**src/ccd_readout_pkg.sv**
```systemverilog
/*
 Constants, types and timing counts shared by the sensor end and the
 timing-generator end of the frame-transfer sensor readout link.
 Assumes a single 125 MHz clock on both ends.
*/
package ccd_readout_pkg;

  // Clock and gate-drive rates, in kHz; clear time in us
  localparam int CLK_KHZ = 125000;
  localparam int SERIAL_MAX_KHZ = 4770;
  localparam int PARALLEL_MAX_KHZ = 3580;
  localparam int BLOOM_KHZ = 2000;
  localparam int CLEAR_US = 10;

  // Derived cycle counts; least periods round up
  localparam int SERIAL_CYC = (CLK_KHZ + SERIAL_MAX_KHZ - 1) / SERIAL_MAX_KHZ;
  localparam int PHASE_CYC = (SERIAL_CYC + 2) / 3;
  localparam int FRAME_CYC = (CLK_KHZ + PARALLEL_MAX_KHZ - 1) / PARALLEL_MAX_KHZ;
  localparam int BLOOM_HALF_CYC = ((CLK_KHZ + BLOOM_KHZ - 1) / BLOOM_KHZ + 1) / 2;
  localparam int CLEAR_CYC = CLEAR_US * CLK_KHZ / 1000;

  // Array geometry
  localparam int IMAGE_LINES = 242;
  localparam int SHIELD_LINES = 2;
  localparam int SHIFT_LINES = IMAGE_LINES + SHIELD_LINES;
  localparam int LINE_ELEMS = 786;
  localparam int LEFT_DARK_COLS = 2;
  localparam int ACTIVE_COLS = 755;
  localparam int RIGHT_DARK_COLS = 29;
  localparam int OUTPUTS = 3;
  localparam int COLS_PER_OUT = LINE_ELEMS / OUTPUTS;
  localparam int DUMMY_ELEMS = 11;
  localparam int SERIAL_STEPS = COLS_PER_OUT + DUMMY_ELEMS;

  // Blanking sequence
  localparam int BLOOM_BURST = 4;
  localparam int XFER_STEP = 2 * BLOOM_BURST;
  localparam int BLANK_STEPS = XFER_STEP + 2;

  // Video levels
  localparam int PIXEL_W = 10;
  localparam int SCENE_W = PIXEL_W - 1;
  localparam int DARK_LEVEL = 16;
  localparam int INTERLACE_DARK = 8;

  // Field widths
  localparam int LINE_W = 8;
  localparam int COL_W = 10;
  localparam int STEP_W = 9;
  localparam int CNT_W = 16;

  typedef logic [OUTPUTS-1:0][PIXEL_W-1:0] triplet_t;

  // One serial step: three columns of one line
  typedef struct packed {
    logic last;
    logic [LINE_W-1:0] line;
    triplet_t px;
  } sample_s;

  typedef enum logic [1:0] {
    ST_CLEAR = 2'h0,
    ST_SHIFT = 2'h1,
    ST_BLANK = 2'h3,
    ST_READ = 2'h2
  } gen_state_e;

endpackage

```
**src/ccd_link_if.sv**
```systemverilog
/*
 Gate drives from the timing generator to the sensor, and the video
 samples with valid and ready back. Both ends on the same clock.
*/
`timescale 1ns/100ps
interface ccd_link_if;
  import ccd_readout_pkg::*;

  logic antiblooming_gate_drive;
  logic image_area_gate_drive;
  logic storage_area_gate_drive;
  logic line_transfer_gate_drive;
  logic serial_register_gate_1;
  logic serial_register_gate_2;
  logic serial_register_gate_3;
  logic clearing_drain_bias;
  logic interlace_drive;
  logic field_odd;
  sample_s video;
  logic video_valid;
  logic video_ready;

  modport sensor_end (
    input antiblooming_gate_drive, image_area_gate_drive, storage_area_gate_drive,
    input line_transfer_gate_drive, serial_register_gate_1, serial_register_gate_2,
    input serial_register_gate_3, clearing_drain_bias, interlace_drive, field_odd,
    input video_ready,
    output video, video_valid
  );

  modport generator_end (
    output antiblooming_gate_drive, image_area_gate_drive, storage_area_gate_drive,
    output line_transfer_gate_drive, serial_register_gate_1, serial_register_gate_2,
    output serial_register_gate_3, clearing_drain_bias, interlace_drive, field_odd,
    output video_ready,
    input video, video_valid
  );
endinterface // ccd_link_if

```
**src/ccd_sensor_end.sv**
```systemverilog
/*
 Sensor end: a digital stand-in for the frame-transfer sensor. It
 follows the gate drives, keeps frame and line state, clocks the serial
 registers through their dummy elements and emits three interleaved
 columns per serial step through a two-entry buffer.
 Assumes the timing generator on the same clock through ccd_link_if.
*/
// Function
// - Generator bursts antiblooming pulses every blanking interval
// - After integration whole frame shifts into storage
// - Line transfer pulses only during horizontal blanking
// - Stored lines move one at a time
// - Three outputs, each every third column
// - 242 lines of 786 elements each
// - Right edge: 29.5 shielded dark columns (modelled as 29)
// - Left 1.5 columns, two shielded lines dark (modelled as 2 dark columns)
// - Interlace shifts alternate fields half line
// - Noninterlaced mode gives lower dark signal
// - Reset and clamp, transfer, then sample
// - Serial phases two, three time reset, sample
// - Eleven dummy elements clocked before real pixels
// - Clearing drain empties sensing and storage areas
`timescale 1ns/100ps
module ccd_sensor_end
  import ccd_readout_pkg::*;
#(
  // Lines stored per field
  parameter int FIELD_LINES = IMAGE_LINES
)
(
  // Clock and reset
  input wire logic clock,
  input wire logic reset_n,
  // Link
  ccd_link_if.sensor_end link,
  // Scene
  input wire logic [SCENE_W-1:0] scene_level,
  // Status
  output logic frame_stored,
  output logic antibloom_seen
);

  // Shift pulses per field: image lines plus the shielded ones
  localparam int FIELD_SHIFTS = FIELD_LINES + SHIELD_LINES;

  logic image_gate_prev_reg;
  logic xfer_gate_prev_reg;
  logic phase2_prev_reg;
  logic phase3_prev_reg;
  logic bloom_prev_reg;
  logic shift_pulse;
  logic xfer_pulse;
  logic phase2_pulse;
  logic phase3_pulse;
  logic [LINE_W-1:0] shift_cnt_reg;
  logic [SCENE_W-1:0] stored_scene_reg;
  logic stored_field_reg;
  logic stored_ilace_reg;
  logic [LINE_W-1:0] line_idx_reg;
  logic [LINE_W-1:0] ser_line_reg;
  logic ser_loaded_reg;
  logic [STEP_W-1:0] ser_step_reg;
  logic node_reset_reg;
  logic push_reg;
  sample_s push_data_reg;
  sample_s tail_reg;
  logic tail_valid_reg;
  logic pop;
  logic [STEP_W-1:0] col_step;
  triplet_t px_next;

  ////////////////////////////////////////////////////////////////////////////
  // Value of one element: dark where shielded, scene where lit
  function automatic logic [PIXEL_W-1:0] pixel_value(
    input logic [COL_W-1:0] col,
    input logic [LINE_W-1:0] line,
    input logic field,
    input logic ilace,
    input logic [SCENE_W-1:0] scene
  );
    logic [PIXEL_W-1:0] dark;
    logic [PIXEL_W-1:0] vpos;
    dark = ilace ? PIXEL_W'(DARK_LEVEL + INTERLACE_DARK) : PIXEL_W'(DARK_LEVEL);
    vpos = PIXEL_W'({line[1:0], field & ilace});
    if (col < COL_W'(LEFT_DARK_COLS)) begin
      pixel_value = dark;
    end else if (col >= COL_W'(LEFT_DARK_COLS + ACTIVE_COLS)) begin
      pixel_value = dark;
    end else begin
      pixel_value = dark + PIXEL_W'(scene) + vpos;
    end
  endfunction

  ////////////////////////////////////////////////////////////////////////////
  // Edge detect on gate drives; both ends share the clock
  always_ff @(posedge clock) begin
    if (!reset_n) begin
      image_gate_prev_reg <= 1'b0;
      xfer_gate_prev_reg <= 1'b0;
      phase2_prev_reg <= 1'b0;
      phase3_prev_reg <= 1'b0;
      bloom_prev_reg <= 1'b0;
    end else begin
      image_gate_prev_reg <= link.image_area_gate_drive;
      xfer_gate_prev_reg <= link.line_transfer_gate_drive;
      phase2_prev_reg <= link.serial_register_gate_2;
      phase3_prev_reg <= link.serial_register_gate_3;
      bloom_prev_reg <= link.antiblooming_gate_drive;
    end
  end

  // A frame shift needs both area gates together
  assign shift_pulse = link.image_area_gate_drive & ~image_gate_prev_reg & link.storage_area_gate_drive;
  assign xfer_pulse = link.line_transfer_gate_drive & ~xfer_gate_prev_reg;
  assign phase2_pulse = link.serial_register_gate_2 & ~phase2_prev_reg;
  assign phase3_pulse = link.serial_register_gate_3 & ~phase3_prev_reg;

  ////////////////////////////////////////////////////////////////////////////
  // Frame shift into storage and clearing
  always_ff @(posedge clock) begin
    if (!reset_n) begin
      shift_cnt_reg <= '0;
      frame_stored <= 1'b0;
      stored_scene_reg <= '0;
      stored_field_reg <= 1'b0;
      stored_ilace_reg <= 1'b0;
    end else if (link.clearing_drain_bias) begin
      shift_cnt_reg <= '0;
      frame_stored <= 1'b0;
    end else if (shift_pulse) begin
      // 244 rows: image plus shielded lines
      if (shift_cnt_reg == LINE_W'(FIELD_SHIFTS - 1)) begin
        shift_cnt_reg <= '0;
        frame_stored <= 1'b1;
        stored_scene_reg <= scene_level;
        stored_field_reg <= link.field_odd;
        stored_ilace_reg <= link.interlace_drive;
      end else begin
        shift_cnt_reg <= shift_cnt_reg + 1'b1;
        frame_stored <= 1'b0;
      end
    end
  end

  // Antiblooming activity since the last completed shift
  always_ff @(posedge clock) begin
    if (!reset_n) begin
      antibloom_seen <= 1'b0;
    end else if (link.antiblooming_gate_drive & ~bloom_prev_reg) begin
      antibloom_seen <= 1'b1;
    end else if (shift_pulse && shift_cnt_reg == LINE_W'(FIELD_SHIFTS - 1)) begin
      antibloom_seen <= 1'b0;
    end
  end

  ////////////////////////////////////////////////////////////////////////////
  // Line transfer into the serial registers and serial stepping
  always_ff @(posedge clock) begin
    if (!reset_n) begin
      line_idx_reg <= '0;
      ser_line_reg <= '0;
      ser_loaded_reg <= 1'b0;
      ser_step_reg <= '0;
    end else if (link.clearing_drain_bias || (shift_pulse && shift_cnt_reg == LINE_W'(FIELD_SHIFTS - 1))) begin
      line_idx_reg <= '0;
      ser_loaded_reg <= 1'b0;
    end else if (xfer_pulse) begin
      ser_step_reg <= '0;
      ser_line_reg <= line_idx_reg;
      // no more than 242 lines per field
      if (frame_stored && line_idx_reg < LINE_W'(FIELD_LINES)) begin
        ser_loaded_reg <= 1'b1;
        line_idx_reg <= line_idx_reg + 1'b1;
      end else begin
        ser_loaded_reg <= 1'b0;
      end
    end else if (phase3_pulse && node_reset_reg && ser_loaded_reg) begin
      ser_step_reg <= ser_step_reg + 1'b1;
      if (ser_step_reg == STEP_W'(SERIAL_STEPS - 1)) begin
        ser_loaded_reg <= 1'b0;
      end
    end
  end

  // Output node: reset and clamp on phase two, sample on phase three
  always_ff @(posedge clock) begin
    if (!reset_n) begin
      node_reset_reg <= 1'b0;
    end else if (phase2_pulse) begin
      node_reset_reg <= 1'b1;
    end else if (phase3_pulse || xfer_pulse) begin
      node_reset_reg <= 1'b0;
    end
  end

  ////////////////////////////////////////////////////////////////////////////
  // Three columns of one step, interleaved across the outputs
  assign col_step = ser_step_reg - STEP_W'(DUMMY_ELEMS);
  always_comb begin
    for (int k = 0; k < OUTPUTS; k++) begin
      px_next[k] = pixel_value(COL_W'(col_step) * COL_W'(OUTPUTS) + COL_W'(k),
                               ser_line_reg, stored_field_reg, stored_ilace_reg, stored_scene_reg);
    end
  end

  // Sample on phase three once the node was reset
  always_ff @(posedge clock) begin
    if (!reset_n) begin
      push_reg <= 1'b0;
      push_data_reg <= '0;
    end else begin
      // sample only after reset and clamp
      push_reg <= phase3_pulse && node_reset_reg && ser_loaded_reg && (ser_step_reg >= STEP_W'(DUMMY_ELEMS));
      if (phase3_pulse) begin
        push_data_reg.px <= px_next;
        push_data_reg.line <= ser_line_reg;
        push_data_reg.last <= (ser_step_reg == STEP_W'(SERIAL_STEPS - 1));
      end
    end
  end

  ////////////////////////////////////////////////////////////////////////////
  // Two-entry buffer: head drives the link, tail absorbs a stall
  assign pop = link.video_valid & link.video_ready;

  always_ff @(posedge clock) begin
    if (!reset_n) begin
      link.video <= '0;
      link.video_valid <= 1'b0;
      tail_reg <= '0;
      tail_valid_reg <= 1'b0;
    end else begin
      if (!link.video_valid || pop) begin
        // Head refills from tail first to keep order
        if (tail_valid_reg) begin
          link.video <= tail_reg;
          link.video_valid <= 1'b1;
          tail_reg <= push_data_reg;
          tail_valid_reg <= push_reg;
        end else begin
          link.video <= push_data_reg;
          link.video_valid <= push_reg;
        end
      end else if (push_reg && !tail_valid_reg) begin
        tail_reg <= push_data_reg;
        tail_valid_reg <= 1'b1;
      end
    end
  end

endmodule // ccd_sensor_end

```
**src/flat_wrapper.sv**
```systemverilog
// flat-port wrapper written by rule: the top's interface ports become plain ports
module ccd_sensor_end_flat import ccd_readout_pkg::*;
#(
                           
  parameter int FIELD_LINES = IMAGE_LINES
)
  (clock, reset_n, scene_level, frame_stored, antibloom_seen, link_antiblooming_gate_drive, link_image_area_gate_drive, link_storage_area_gate_drive, link_line_transfer_gate_drive, link_serial_register_gate_1, link_serial_register_gate_2, link_serial_register_gate_3, link_clearing_drain_bias, link_interlace_drive, link_field_odd, link_video_ready, link_video, link_video_valid);
  ccd_link_if link_i ();
  input wire logic clock;
  input wire logic reset_n;
  input wire logic [SCENE_W-1:0] scene_level;
  output logic frame_stored;
  output logic antibloom_seen;
  input wire logic [$bits(link_i.antiblooming_gate_drive)-1:0] link_antiblooming_gate_drive;
  input wire logic [$bits(link_i.image_area_gate_drive)-1:0] link_image_area_gate_drive;
  input wire logic [$bits(link_i.storage_area_gate_drive)-1:0] link_storage_area_gate_drive;
  input wire logic [$bits(link_i.line_transfer_gate_drive)-1:0] link_line_transfer_gate_drive;
  input wire logic [$bits(link_i.serial_register_gate_1)-1:0] link_serial_register_gate_1;
  input wire logic [$bits(link_i.serial_register_gate_2)-1:0] link_serial_register_gate_2;
  input wire logic [$bits(link_i.serial_register_gate_3)-1:0] link_serial_register_gate_3;
  input wire logic [$bits(link_i.clearing_drain_bias)-1:0] link_clearing_drain_bias;
  input wire logic [$bits(link_i.interlace_drive)-1:0] link_interlace_drive;
  input wire logic [$bits(link_i.field_odd)-1:0] link_field_odd;
  input wire logic [$bits(link_i.video_ready)-1:0] link_video_ready;
  output wire logic [$bits(link_i.video)-1:0] link_video;
  output wire logic [$bits(link_i.video_valid)-1:0] link_video_valid;
  assign link_i.antiblooming_gate_drive = link_antiblooming_gate_drive;
  assign link_i.image_area_gate_drive = link_image_area_gate_drive;
  assign link_i.storage_area_gate_drive = link_storage_area_gate_drive;
  assign link_i.line_transfer_gate_drive = link_line_transfer_gate_drive;
  assign link_i.serial_register_gate_1 = link_serial_register_gate_1;
  assign link_i.serial_register_gate_2 = link_serial_register_gate_2;
  assign link_i.serial_register_gate_3 = link_serial_register_gate_3;
  assign link_i.clearing_drain_bias = link_clearing_drain_bias;
  assign link_i.interlace_drive = link_interlace_drive;
  assign link_i.field_odd = link_field_odd;
  assign link_i.video_ready = link_video_ready;
  assign link_video = link_i.video;
  assign link_video_valid = link_i.video_valid;
  ccd_sensor_end #(.FIELD_LINES(FIELD_LINES)) u_core (.clock(clock), .reset_n(reset_n), .link(link_i), .scene_level(scene_level), .frame_stored(frame_stored), .antibloom_seen(antibloom_seen));
endmodule
```
**config.mk**
```make
export PLATFORM = sky130hd
export DESIGN_NAME = ccd_sensor_end_flat
export DESIGN_NICKNAME = d
export VERILOG_FILES = /design/src/ccd_readout_pkg.sv /design/src/ccd_link_if.sv /design/src/ccd_sensor_end.sv /design/src/flat_wrapper.sv
export SDC_FILE = /design/constraint.sdc
export NUM_CORES = 1
export LEC_CHECK = 0
export BUFFER_PORTS_ARGS = -buffer_cell sky130_fd_sc_hd__buf_2
export CORE_AREA = 2 2 95 189
export CTS_CLUSTER_SIZE = 40
export DETAILED_ROUTE_END_ITERATION = 7
export DIE_AREA = 0 0 97 191
export PLACE_DENSITY = 0.74
export SLEW_MARGIN = 5
export SYNTH_ARGS = -nofsm -noshare
export SYNTH_HDL_FRONTEND = slang
export SYNTH_SLANG_ARGS = --single-unit
```
**constraint.sdc**
```tcl
create_clock -name clock -period 4.35 [get_ports clock]
set_input_delay 0.435 -clock clock [delete_from_list [all_inputs] [get_ports clock]]
set_output_delay 0.435 -clock clock [all_outputs]
set_load 0.01 [all_outputs]
```
Word level (Yosys, flattened, before mapping)
Cells that the tools add are included.
W data, S select, Z words.
{"block": "classes", "addsub": 8, "mul": 1, "magnitude_cmp": 8, "eq_ne": 3, "n_mux": 27, "bitwise": 16, "reduce_logical": 24}
{"operator": "$mux W39", "count": 4}
{"operator": "$mux W10", "count": 6}
{"operator": "$ge A10 B10 Y1 const B", "count": 3}
{"operator": "$lt A10 B2 Y1 const B", "count": 3}
{"operator": "$mux W9", "count": 2}
{"operator": "$add A8 B1 Y8 const B", "count": 2}
{"operator": "$mux W1", "count": 13}
{"operator": "$add A10 B1 Y10 const B", "count": 1}
{"operator": "$add A10 B2 Y10 const B", "count": 1}
{"operator": "$add A10 B3 Y10", "count": 1}
{"operator": "$add A10 B9 Y10", "count": 1}
{"operator": "$mul A9 B2 Y10 const B", "count": 1}
{"operator": "$reduce_and A2 Y1", "count": 5}
{"operator": "$reduce_bool A2 Y1", "count": 5}
{"operator": "$add A9 B1 Y9 const B", "count": 1}
{"operator": "$eq A9 B9 Y1 const B", "count": 1}
{"operator": "$ge A9 B4 Y1 const B", "count": 1}
{"operator": "$sub A9 B4 Y9 const B", "count": 1}
{"operator": "$and A1 B1 Y1", "count": 8}
{"operator": "$eq A8 B8 Y1 const B", "count": 1}
{"operator": "$lt A8 B8 Y1 const B", "count": 1}
{"operator": "$mux W8", "count": 1}
{"operator": "$not A1 Y1", "count": 8}
{"operator": "$logic_and A1 B1 Y1", "count": 6}
{"operator": "6 further kinds", "count": 10}
{"block": "word_totals", "register_bits": 173, "inputBits": 22, "elab_cells": 121}

Logic depth before layout (Yosys ltp)
Gate-level depths: netlist of run 1.
{"block": "logic_depth", "depth_word": 7, "mapped_depth": 16, "depth_no_buf": 14}

Least setup slack after synthesis of run 1
Ideal clock, no wire load.
{"block": "synth_path", "path_type": "reg2reg", "from": "reg u_core.ser_step_reg[0]", "to": "reg u_core.push_data_reg[26] (netlist bit)", "arrival_time_ns": 3.779, "slack_ns": 0.453, "stages_incl_launch_ff": 15, "path_cell_list": "dfxtp_1 -> ha_1 -> o21ai_0 -> nor3b_1 -> xor2_1 -> ha_1 -> buf_2 -> xor2_1 -> o211ai_1 -> or3_1 -> nor3_1 -> xor2_1 -> or4_4 -> mux2_2 -> a32o_1"}
{"block": "synth_via", "elab_chain_len": 6}
{"item": "from (decl)", "line": "ccd_sensor_end.sv:62", "text": "logic [STEP_W-1:0] ser_step_reg;"}
{"item": "from (signal assigned)", "line": "ccd_sensor_end.sv:178", "text": "ser_step_reg <= ser_step_reg + 1'b1;"}
{"item": "$sub A9 B4 Y9 (*)", "line": "ccd_sensor_end.sv:198", "text": "assign col_step = ser_step_reg - STEP_W'(DUMMY_ELEMS);"}
{"item": "$mul A9 B2 Y10 (*)", "line": "ccd_sensor_end.sv:201", "text": "px_next[k] = pixel_value(COL_W'(col_step) * COL_W'(OUTPUTS) + COL_W'(k),"}
{"item": "$add A10 B2 Y10 (*)", "line": "ccd_sensor_end.sv:201"}
{"item": "$ge A10 B10 Y1", "line": "ccd_sensor_end.sv:87", "text": "end else if (col >= COL_W'(LEFT_DARK_COLS + ACTIVE_COLS)) begin"}
{"item": "$mux W10", "line": "ccd_sensor_end.sv:87"}
{"item": "$mux W10 (*)", "line": "ccd_sensor_end.sv:85", "text": "if (col < COL_W'(LEFT_DARK_COLS)) begin"}
{"item": "to (decl)", "line": "ccd_sensor_end.sv:65", "text": "sample_s push_data_reg;"}
Every way passes the cells marked *; elsewhere a longest branch is shown, timed or not.
A chain may end at the register's enable or synchronous reset.

Worst setup path after layout of run 1
{"block": "layout_path", "from": "reg u_core.ser_step_reg[1]", "to": "reg u_core.push_data_reg[26] (netlist bit)"}
Same word-level chain as after synthesis.

==> results.md, run 1 <==
- Status: completed
- Multi-input gate area: approximately 4600 um2
- Hold Startpoint: link_antiblooming_gate_drive
- Critical path class: flop to flop
- Fill count: 1503
- Arrival @ worst endpoint: 4.33 ns
- Cell Area, Synth: 8390 um2
- Fin Setup TNS: 0 ns
- DP Wirelength: 12.8 mm
- Dpl ws: 0.339 ns
- Synth Area per Inst: 8.83 um2
- Max-Cap Viols: 0
- Die Height: approximately 190 um
- Die ar.: 18500 um2
- Overall Global Routing Usage: 20.3%
- Synth Flop Type: dfxtp_1
- RSZ-0062 raised after global routing: no
- Worst Max-Slew Pin Slew: 1.05 ns
- Total gr overflow: 0
- H-tree lvl count: 4
- Reg2Reg Capture Point: u_core.push_data_reg[26]
- First-pass DRT Iterations: 5
- Num ports: 64
- Final setup margin: approximately 0.34 ns
- Setup Fix Bufs, Post-CTS: 0
- DRC Markers: 0
- Chip width: 97 um
- Distinct cells, synth: 63
- Mapped Cells: 950
- Effective utilization at floorplan: 49.1%
- Detail Route Antenna Nets: 0
- Syn Nets: 994
- Resized Gates After CTS: 0
- Slew HR: 30.0%
- RR Startpoint: u_core.ser_step_reg[1]
- Pleak: between 3 and 4 nW
- #FFs+latches synth: 173
- Routed len/inst: 15.3 um
- Post-cts hold buffer count: 0
- NumNets Final: approximately 1000
- Area contributors post-synth: dfxtp_1 41%, nand2_1 7.7%, mux2i_1 7.3%
- Non-Filler Instances: 1208
- Maximum vdd drop: 0.343 mV
- Port bufs: 62
- Crit start category: flop
- Vias: just under 7000
- Final Hold Violating Endpoints: 0
- Area added between synthesis and finish: 13.0%
- Root Driver: clkbuf_16
- Via-per-instance ratio: 5.72
- Drt total wl: between 15 and 20 mm
- Slew Limit Fails: 0
- Clk_lat worst skew: 0.43 ns
- First-pass GRT wire length: 31.8 mm
- Sequential cell area: ~3500 um2
- Clock Sinks: 173
- Setup Viol. Count Final: 0
- CTS tree: built
- WHS Path Cells: 2
- Fin crit share: 92.2%
- Cell total after placement: 1176
- R2R Setup Slk: 0.34 ns
- Vias in the first global route: 6718
- Hold Slack: 0.218 ns
- Commonest cells in the netlist: 173 x dfxtp_1, 172 x nand2_1, 61 x mux2i_1
- Number of synthesized flops with an enable pin: 0
- DRT iter0 DRCs: between 300 and 400
- Layout cells sized above 1: 13.4%
- CTS Buf Count: 17
- Antenna cells: 0
- CTS Buffer Depth: 2
- Most common cell in the netlist: dfxtp_1
- Initial antenna violation count: 0
- CP max FO: 8
- Hold path endpoint: u_core.bloom_prev_reg
- Skew final: 0.0115 ns
- Core area: 17100 um2
- CP Capture Type: flop
- FMAX: about 250 MHz
- Async S/R FF share, synth: 0%
- Post-synth top area cell: dfxtp_1
- Worst Path Required: 4.67 ns
- Minimum clock period: between 4 and 5 ns
- Row count: 68
- Largest net degree at the start of global routing: 90
- Min-delay worst type: primary input to flop
- Yosys top cell area share: 41.3%
- Gpl congestion: 0.928
- YS warnings: 0
- Cell depth of the worst flop-to-flop path: 13
- Clock transition at the registers of the reported paths: 0.07 ns
- Post-synthesis sequential area ratio: 41.3%
- Power Density: 354 nW/um2
critical path: stages, from the launching register on:
cell,delay (ns)
dfxtp_1,0.36
ha_1,0.21
o21ai_0,0.21
nor3b_1,0.26
xor2_1,0.23
ha_1,0.36
xor2_1,0.25
o211ai_1,0.15
or3_1,0.39
nor3_1,0.24
xor2_1,0.14
or4_4,0.56
mux2_2,0.30
a32o_1,0.24
final cells by class:
| cell class | instances | share of cell area (%) |
|---|---|---|
| clock buffer | 17 | 4.48 |
| clock inverter | 15 | 2.14 |
| multi-input combinational | 701 | 48.9 |
| sequential | 173 | 36.5 |
| tap | 210 | 2.77 |
| inverter | 13 | 0.514 |
| timing repair buffer | 79 | 4.64 |
worst max path at each step:
stage	from	end	slack, ns	cells past startpoint
global route	u_core.ser_step_reg[2]	u_core.push_data_reg[26]	0.06	13
floorplan	u_core.ser_step_reg[0]	u_core.push_data_reg[26]	0.45	14
global placement	u_core.ser_step_reg[1]	u_core.push_data_reg[26]	0.45	13
finish	u_core.ser_step_reg[1]	u_core.push_data_reg[26]	0.34	13
detailed placement	u_core.ser_step_reg[1]	u_core.push_data_reg[26]	0.34	13
CTS	u_core.ser_step_reg[1]	u_core.push_data_reg[26]	0.35	13
through the flow:
stage | power (mW) | util [%] | instance area [um2]
after detailed placement | 1.81 | 51.8 | 8860
after CTS | 3.38 | 55.5 | 9490
after floorplan | 1.76 | - | 8390
after global placement | 1.80 | 51.8 | 8860
final | 3.35 | 55.5 | 9490
after global routing | 3.46 | 55.5 | 9490
where the power goes:
part / internal [mW] / switching (mW) / total, mW
combinational: 0.0651 / 0.106 / 0.171
sequential: 1.59 / 0.00781 / 1.60
clock: 0.880 / 0.702 / 1.58
kinds of logic after synthesis:
| group | Yosys count | share of synthesized area [%] |
|---|---|---|
| AND/OR/NAND/NOR | 358 | 20.2 |
| adder cells (fa/ha/maj) | 22 | 3.37 |
| XOR/XNOR | 47 | 5.08 |
| multiplexers | 65 | 7.84 |
| buffers and inverters | 76 | 3.59 |
| AO/OA/AOI/OAI | 209 | 18.6 |
| flip-flops | 173 | 41.3 |
per-layer routing:
metal / up-vias / part of all wire [%] / global-route usage [%]
met5: - / 0 / 0
met4: 0 / 1.9 / 6.50
met3: 27 / 3.5 / 3.25
met2: 165 / 51 / 36.2
met1: 3309 / 44 / 24.9
li1: 3410 / - / -
placed cells by master, fill, tap and decap left out, types with 4 or more instances in the layout:
master and count:
nand4_1 15, a22oi_1 6, clkbuf_16 17, inv_1 13, xnor2_1 13, a21boi_0 51, nand2b_1 11, buf_2 61
mux2i_1 61, nand3_1 27, o21ai_0 34, inv_8 4, nor2b_1 31, nor3_1 15, a21oi_1 20, o21a_1 10
and4_1 4, ha_1 21, nand2_1 172, a31oi_1 9, o211ai_1 5, and2_1 11, o211a_1 40, buf_4 18
nor2_1 41, o21ai_1 5, dfxtp_1 172, nor4_1 7, xor2_1 32, clkinv_4 4, or3_1 6
No activity file was read; power rests on OpenSTA's default activity.
==> run 2: changes to the inputs <==
- BUFFER_PORTS_ARGS: -buffer_cell sky130_fd_sc_hd__buf_2 -> not set
- CELL_PAD_IN_SITES_DETAIL_PLACEMENT: not set -> 1
- CELL_PAD_IN_SITES_GLOBAL_PLACEMENT: not set -> 1
- CORE_AREA: 2 2 95 189 -> 2 2 96 191
- DIE_AREA: 0 0 97 191 -> 0 0 98 193
- DONT_BUFFER_PORTS: not set -> 1
- MAX_ROUTING_LAYER: not set -> met4
- PLACE_DENSITY: 0.74 -> 0.85
==> results.md, run 2 (same netlist as run 1, synthesis figures left out) <==
- Vias: 6774
- CP bufs+invs: 1
- Worst Max-Slew Pin Slew: 1.16 ns
- DRT iter0 DRCs: approximately 240
- Fin crit share: 92.8%
- CTS Buffer Depth: 2
- Initial antenna violation count: 0
- Cell total after placement: 1117
- Final Hold Violating Endpoints: 0
- Row count: 69
- CTS Buf Count: 17
- Pint: ~2.5 mW
- Chip width: 98 um
- Routed len/inst: 19.1 um
- CP max FO: 10
- Drt total wl: roughly 22 mm
- Fill count: 2019
- Setup Viol. Count Final: 0
- Port bufs: 0
- Pleak: 3.64 nW
- Commonest non-fill, non-tap cells in the layout: 172 x nand2_1, 172 x dfxtp_1, 61 x mux2i_1
- CP max stage delay: 0.53 ns
- Antenna cells: 0
- Seq pwr share: ~48%
- Num ports: 64
- Switch Pwr: 0.843 mW
- Non-Filler Instances: roughly 1100
- Max-Cap Viols: 0
- Crit start category: flop
- Layout cells sized above 1: 8.12%
- Clk_lat worst skew: ~0.44 ns
- FMAX: 248 MHz
- RSZ-0062 raised after global routing: no
- Dpl ws: 0.266 ns
- Core area: 17500 um2
- First-pass GRT wire length: 35.9 mm
- Clock Sinks: 173
- Largest net degree at the start of global routing: 154
- Slew Limit Fails: 0
- Maximum vdd drop: 0.523 mV
- Slowest cell on the critical path: ha_1
- Area added between synthesis and finish: 9.30%
- Slew HR: 22.4%
- Fin Setup TNS: 0 ns
- Skew final: between 0.008 and 0.009 ns
- Final setup margin: slightly above 0.3 ns
- Total gr overflow: 0
- Overall Global Routing Usage: 24.1%
- Critical path class: flop to flop
- Clock transition at the registers of the reported paths: ~0.070 ns
- DRC Markers: 0
- Minimum clock period: 4.04 ns
- Post-cts hold buffer count: 0
- Worst Path Required: 4.67 ns
- Die Height: slightly below 200 um
- Status: completed
- CTS tree: built
- Design Area, Final: 9170 um2
- Arrival @ worst endpoint: 4.36 ns
- DP Wirelength: 14.5 mm
- NumNets Final: 967
- Sw Share: between 20% and 30%
- H-tree lvl count: 4
- Clock power frac: 47.5%
- Via-per-instance ratio: 5.90
- Overall power: 3.32 mW
- Combinational power share: 4.2%
- First-pass DRT Iterations: 4
- Root Driver: clkbuf_16
- Placed cell area: 8540 um2
- CP Capture Type: flop
- Vias in the first global route: 7220
- Gpl congestion: between 0.9 and 1
- Min-delay worst type: primary input to flop
- Top delay family on crit path: simple AND/OR/NAND/NOR gates
- Power Density: 362 nW/um2
- Effective utilization at floorplan: 47.9%
- Crit-path cells: ha_1 > o21ai_0 > buf_4 > xor2_1 > ha_1 > o21ai_2 > nor2_1 > a21oi_1 > or4_1 > or4_1 > mux2_2 > a22oi_1 > nor2b_1
- Detail Route Antenna Nets: 0
- Die ar.: 18900 um2
## run 2: changes by cell type in the layout (fill, tap and decap cells not counted), moves of 2 or more
| cell | before | now |
|---|---|---|
| ha_2 | 0 | 2 |
| buf_2 | 61 | 0 |
| ha_1 | 21 | 19 |
| clkinv_4 | 4 | 2 |
## run 2: final timing paths
check,from,cells past startpoint,slack [ns],to
setup reg to reg,u_core.ser_step_reg[0],13,0.31,u_core.push_data_reg[2]
setup / recovery,u_core.ser_step_reg[0],13,0.31,u_core.push_data_reg[2]
hold reg to reg,u_core.tail_reg[22],2,0.46,u_core.tail_reg[22]
hold / removal,link_serial_register_gate_3,1,0.12,u_core.phase3_prev_reg
## run 2: repair_timing
item,CTS,global route
buffers inserted,0,0
endpoints found under the hold margin,0,0
endpoints found under the setup margin,0,2
gates resized for setup,0,3
## run 2: power groups by stage
stage / clock (mW) / combinational (mW) / sequential, mW
floorplan: 0 / 0.121 / 1.64
global placement: 0 / 0.134 / 1.64
detailed placement: 0 / 0.137 / 1.64
CTS: 1.61 / 0.139 / 1.60
global route: 1.66 / 0.153 / 1.61
finish: 1.58 / 0.140 / 1.60
## run 2: through the flow
| stage | hold slack [ns] | utilization [%] |
|---|---|---|
| final | 0.120 | 52.3 |
| after detailed placement | 0.457 | 48.8 |
| after floorplan | 0.438 | - |
| after global routing | 0.116 | 52.3 |
| after CTS | 0.111 | 52.3 |
| after global placement | 0.446 | 48.8 |
## run 2: cell type report
class	count	area, um2	share of cell area [%]
multi-input cells	701	4650	50.7
flip-flops and latches	173	3460	37.8
clock buffers	17	425	4.64
well taps	213	267	2.91
clock inverters	15	194	2.11
repair buffers	17	128	1.39
inverters	13	48.8	0.532
## run 2: routing by layer
metal	up-vias	track usage [%]	share of wire, %	wire length [um]
met5	-	-	0	0
met2	117	43.9	53	11700
met1	3340	26.2	42	9160
li1	3273	-	-	-
met4	0	8.76	2.5	545
met3	44	4.18	2.7	602
==> run 3: changes to the inputs <==
- PLACE_DENSITY: 0.85 -> not set
- PLACE_DENSITY_LB_ADDON: not set -> 0.1
- TNS_END_PERCENT: not set -> 5
==> results.md, run 3 (same netlist as run 1, synthesis figures left out) <==
- Commonest non-fill, non-tap cell in the layout: nand2_1
- Vias: 6688
- Root Driver: clkbuf_16
- Power Density: 354 nW/um2
- Switch Pwr: 0.825 mW
- Hold path endpoint: u_core.phase3_prev_reg
- NumNets Final: approximately 960
- Multi-input gate area: about 4700 um2
- Reg2Reg Capture Point: u_core.push_data_reg[26]
- Slew HR: 40.8%
- DRT iter0 DRCs: 262
- Row count: 69
- Antenna cells: 0
- Port bufs: 0
- Core area: 17500 um2
- Design Area, Final: 9130 um2
- CTS Buf Count: 17
- Layout cells sized above 1: 8.25%
- Fin crit share: between 90% and 100%
- Post-cts hold buffer count: 0
- Min-delay worst type: primary input to flop
- Detail Route Antenna Nets: 0
- Overall Global Routing Usage: 23.4%
- WHS Path Cells: 1
- First-pass GRT wire length: 34.5 mm
- R2R Setup Slk: roughly 0.30 ns
- Routed len/inst: 18.4 um
- RR Startpoint: u_core.ser_step_reg[1]
- Final Core Density: 52.1%
- RSZ-0062 raised after global routing: no
- Status: completed
- Worst Max-Slew Pin Slew: a little under 0.9 ns
- Arrival @ worst endpoint: 4.39 ns
- Clock transition at the registers of the reported paths: 0.07 ns
- CTS Buffer Depth: 2
- Maximum vdd drop: 0.416 mV
- Skew final: 0.0115 ns
- Final Hold Violating Endpoints: 0
- Critical path class: flop to flop
- Worst Path Required: 4.69 ns
- Non-Filler Instances: 1146
- Sw Share: 25.5%
- Minimum clock period: 4.05 ns
- Pleak: 3.61 nW
- Slew Limit Fails: 0
- Hold Slack: 0.118 ns
- Dpl ws: 0.00485 ns
- Crit start category: flop
- Total gr overflow: 0
- Via-per-instance ratio: ~5.8
- FMAX: 247 MHz
- Placed cell area: between 8000 and 9000 um2
- Vias in the first global route: about 6800
- Die Height: 193 um
- Commonest non-fill, non-tap cells in the layout: 172 x nand2_1, 171 x dfxtp_1, 61 x mux2i_1
- Setup Viol. Count Final: 0
- Gpl congestion: 0.832
- Clock Sinks: 173
- Cell depth of the worst flop-to-flop path: 13
- H-tree lvl count: 4
- DP Wirelength: 14.1 mm
- CP max FO: 8
- Chip width: 98 um
- Final setup margin: 0.295 ns
- Overall power: 3.23 mW
- Num ports: between 60 and 70
- Fill count: 2070
- Sequential cell area: about 3500 um2
- Largest net degree at the start of global routing: 154
- Die ar.: 18900 um2
- First-pass DRT Iterations: 4
- Hold Startpoint: link_serial_register_gate_3
- Combinational power share: about 4.4%
- CP Capture Type: flop
- Effective utilization at floorplan: approximately 48%
- Area added between synthesis and finish: 8.83%
- Fin Setup TNS: 0 ns
- Clk_lat worst skew: 0.44 ns
- Initial antenna violation count: 0
- Pint: 2.41 mW
- CTS tree: built
- Drt total wl: around 21 mm
- Cell total after placement: 1113
- Max-Cap Viols: 0
- Clock power frac: roughly 46%
- DRC Markers: 0
- Seq pwr share: 49.6%
[run 3: cell count changes in the layout (fill, tap and decap cells not counted), moves of 2 or more]
cell        change
buf_4           -3
clkinv_2        +2
clkinv_4        -2
clkinvlp_4      +2
inv_6           +2
inv_8           -2
o21ai_0         -3
o21ai_1         +3
[run 3: final cells by class]
class	instances	area share, %
tap	213	2.92
sequential	173	37.9
timing repair buffer	14	1.15
inverter	13	0.534
multi-input combinational	701	51.2
clock buffer	17	4.66
clock inverter	15	1.64
[run 3: worst max-delay path by stage]
stage	start	end	slack, ns
after global placement	u_core.ser_step_reg[1]	u_core.push_data_reg[11]	0.19
after floorplan	u_core.ser_step_reg[0]	u_core.push_data_reg[26]	0.45
after detailed placement	u_core.ser_step_reg[2]	u_core.push_data_reg[10]	0.005
after CTS	u_core.ser_step_reg[2]	u_core.push_data_reg[12]	0.16
final	u_core.ser_step_reg[1]	u_core.push_data_reg[26]	0.30
after global routing	u_core.ser_step_reg[1]	u_core.push_data_reg[26]	0.02
[run 3: timing repair]
action / in CTS / in global routing
gates resized for setup: 1 / 9
buffers inserted: 0 / 1
pin swaps: 0 / 0
setup endpoints to repair: 6 / 24
[run 3: power by group through the flow]
stage          Combinational [mW]  Sequential [mW]  Clock, mW
5_1_grt                     0.157             1.60       1.59
4_1_cts                     0.141             1.60       1.53
2_1_floorplan               0.121             1.64          0
6_report                    0.143             1.60       1.49
3_5_place_dp                0.138             1.64          0
3_3_place_gp                0.136             1.64          0
[run 3: critical path, cell delays in order (launching register included)]
cell and delay (ns):
dfxtp_1 0.36, ha_1 0.21, o21ai_1 0.24, nor3b_2 0.24, xor2_1 0.25, ha_2 0.37, xor2_1 0.21, o211ai_1 0.18
or3_1 0.40, nor3_1 0.24, xor2_1 0.14, or4_4 0.57, mux2_2 0.30, a32o_1 0.24
[run 3: metal layers]
metal	GRT usage [%]	routed length (um)	vias to the layer above
met5	-	0	-
met4	9.56	636	0
met3	5.08	665	39
met2	40.8	10900	120
met1	25.9	8890	3262
li1	-	-	3267
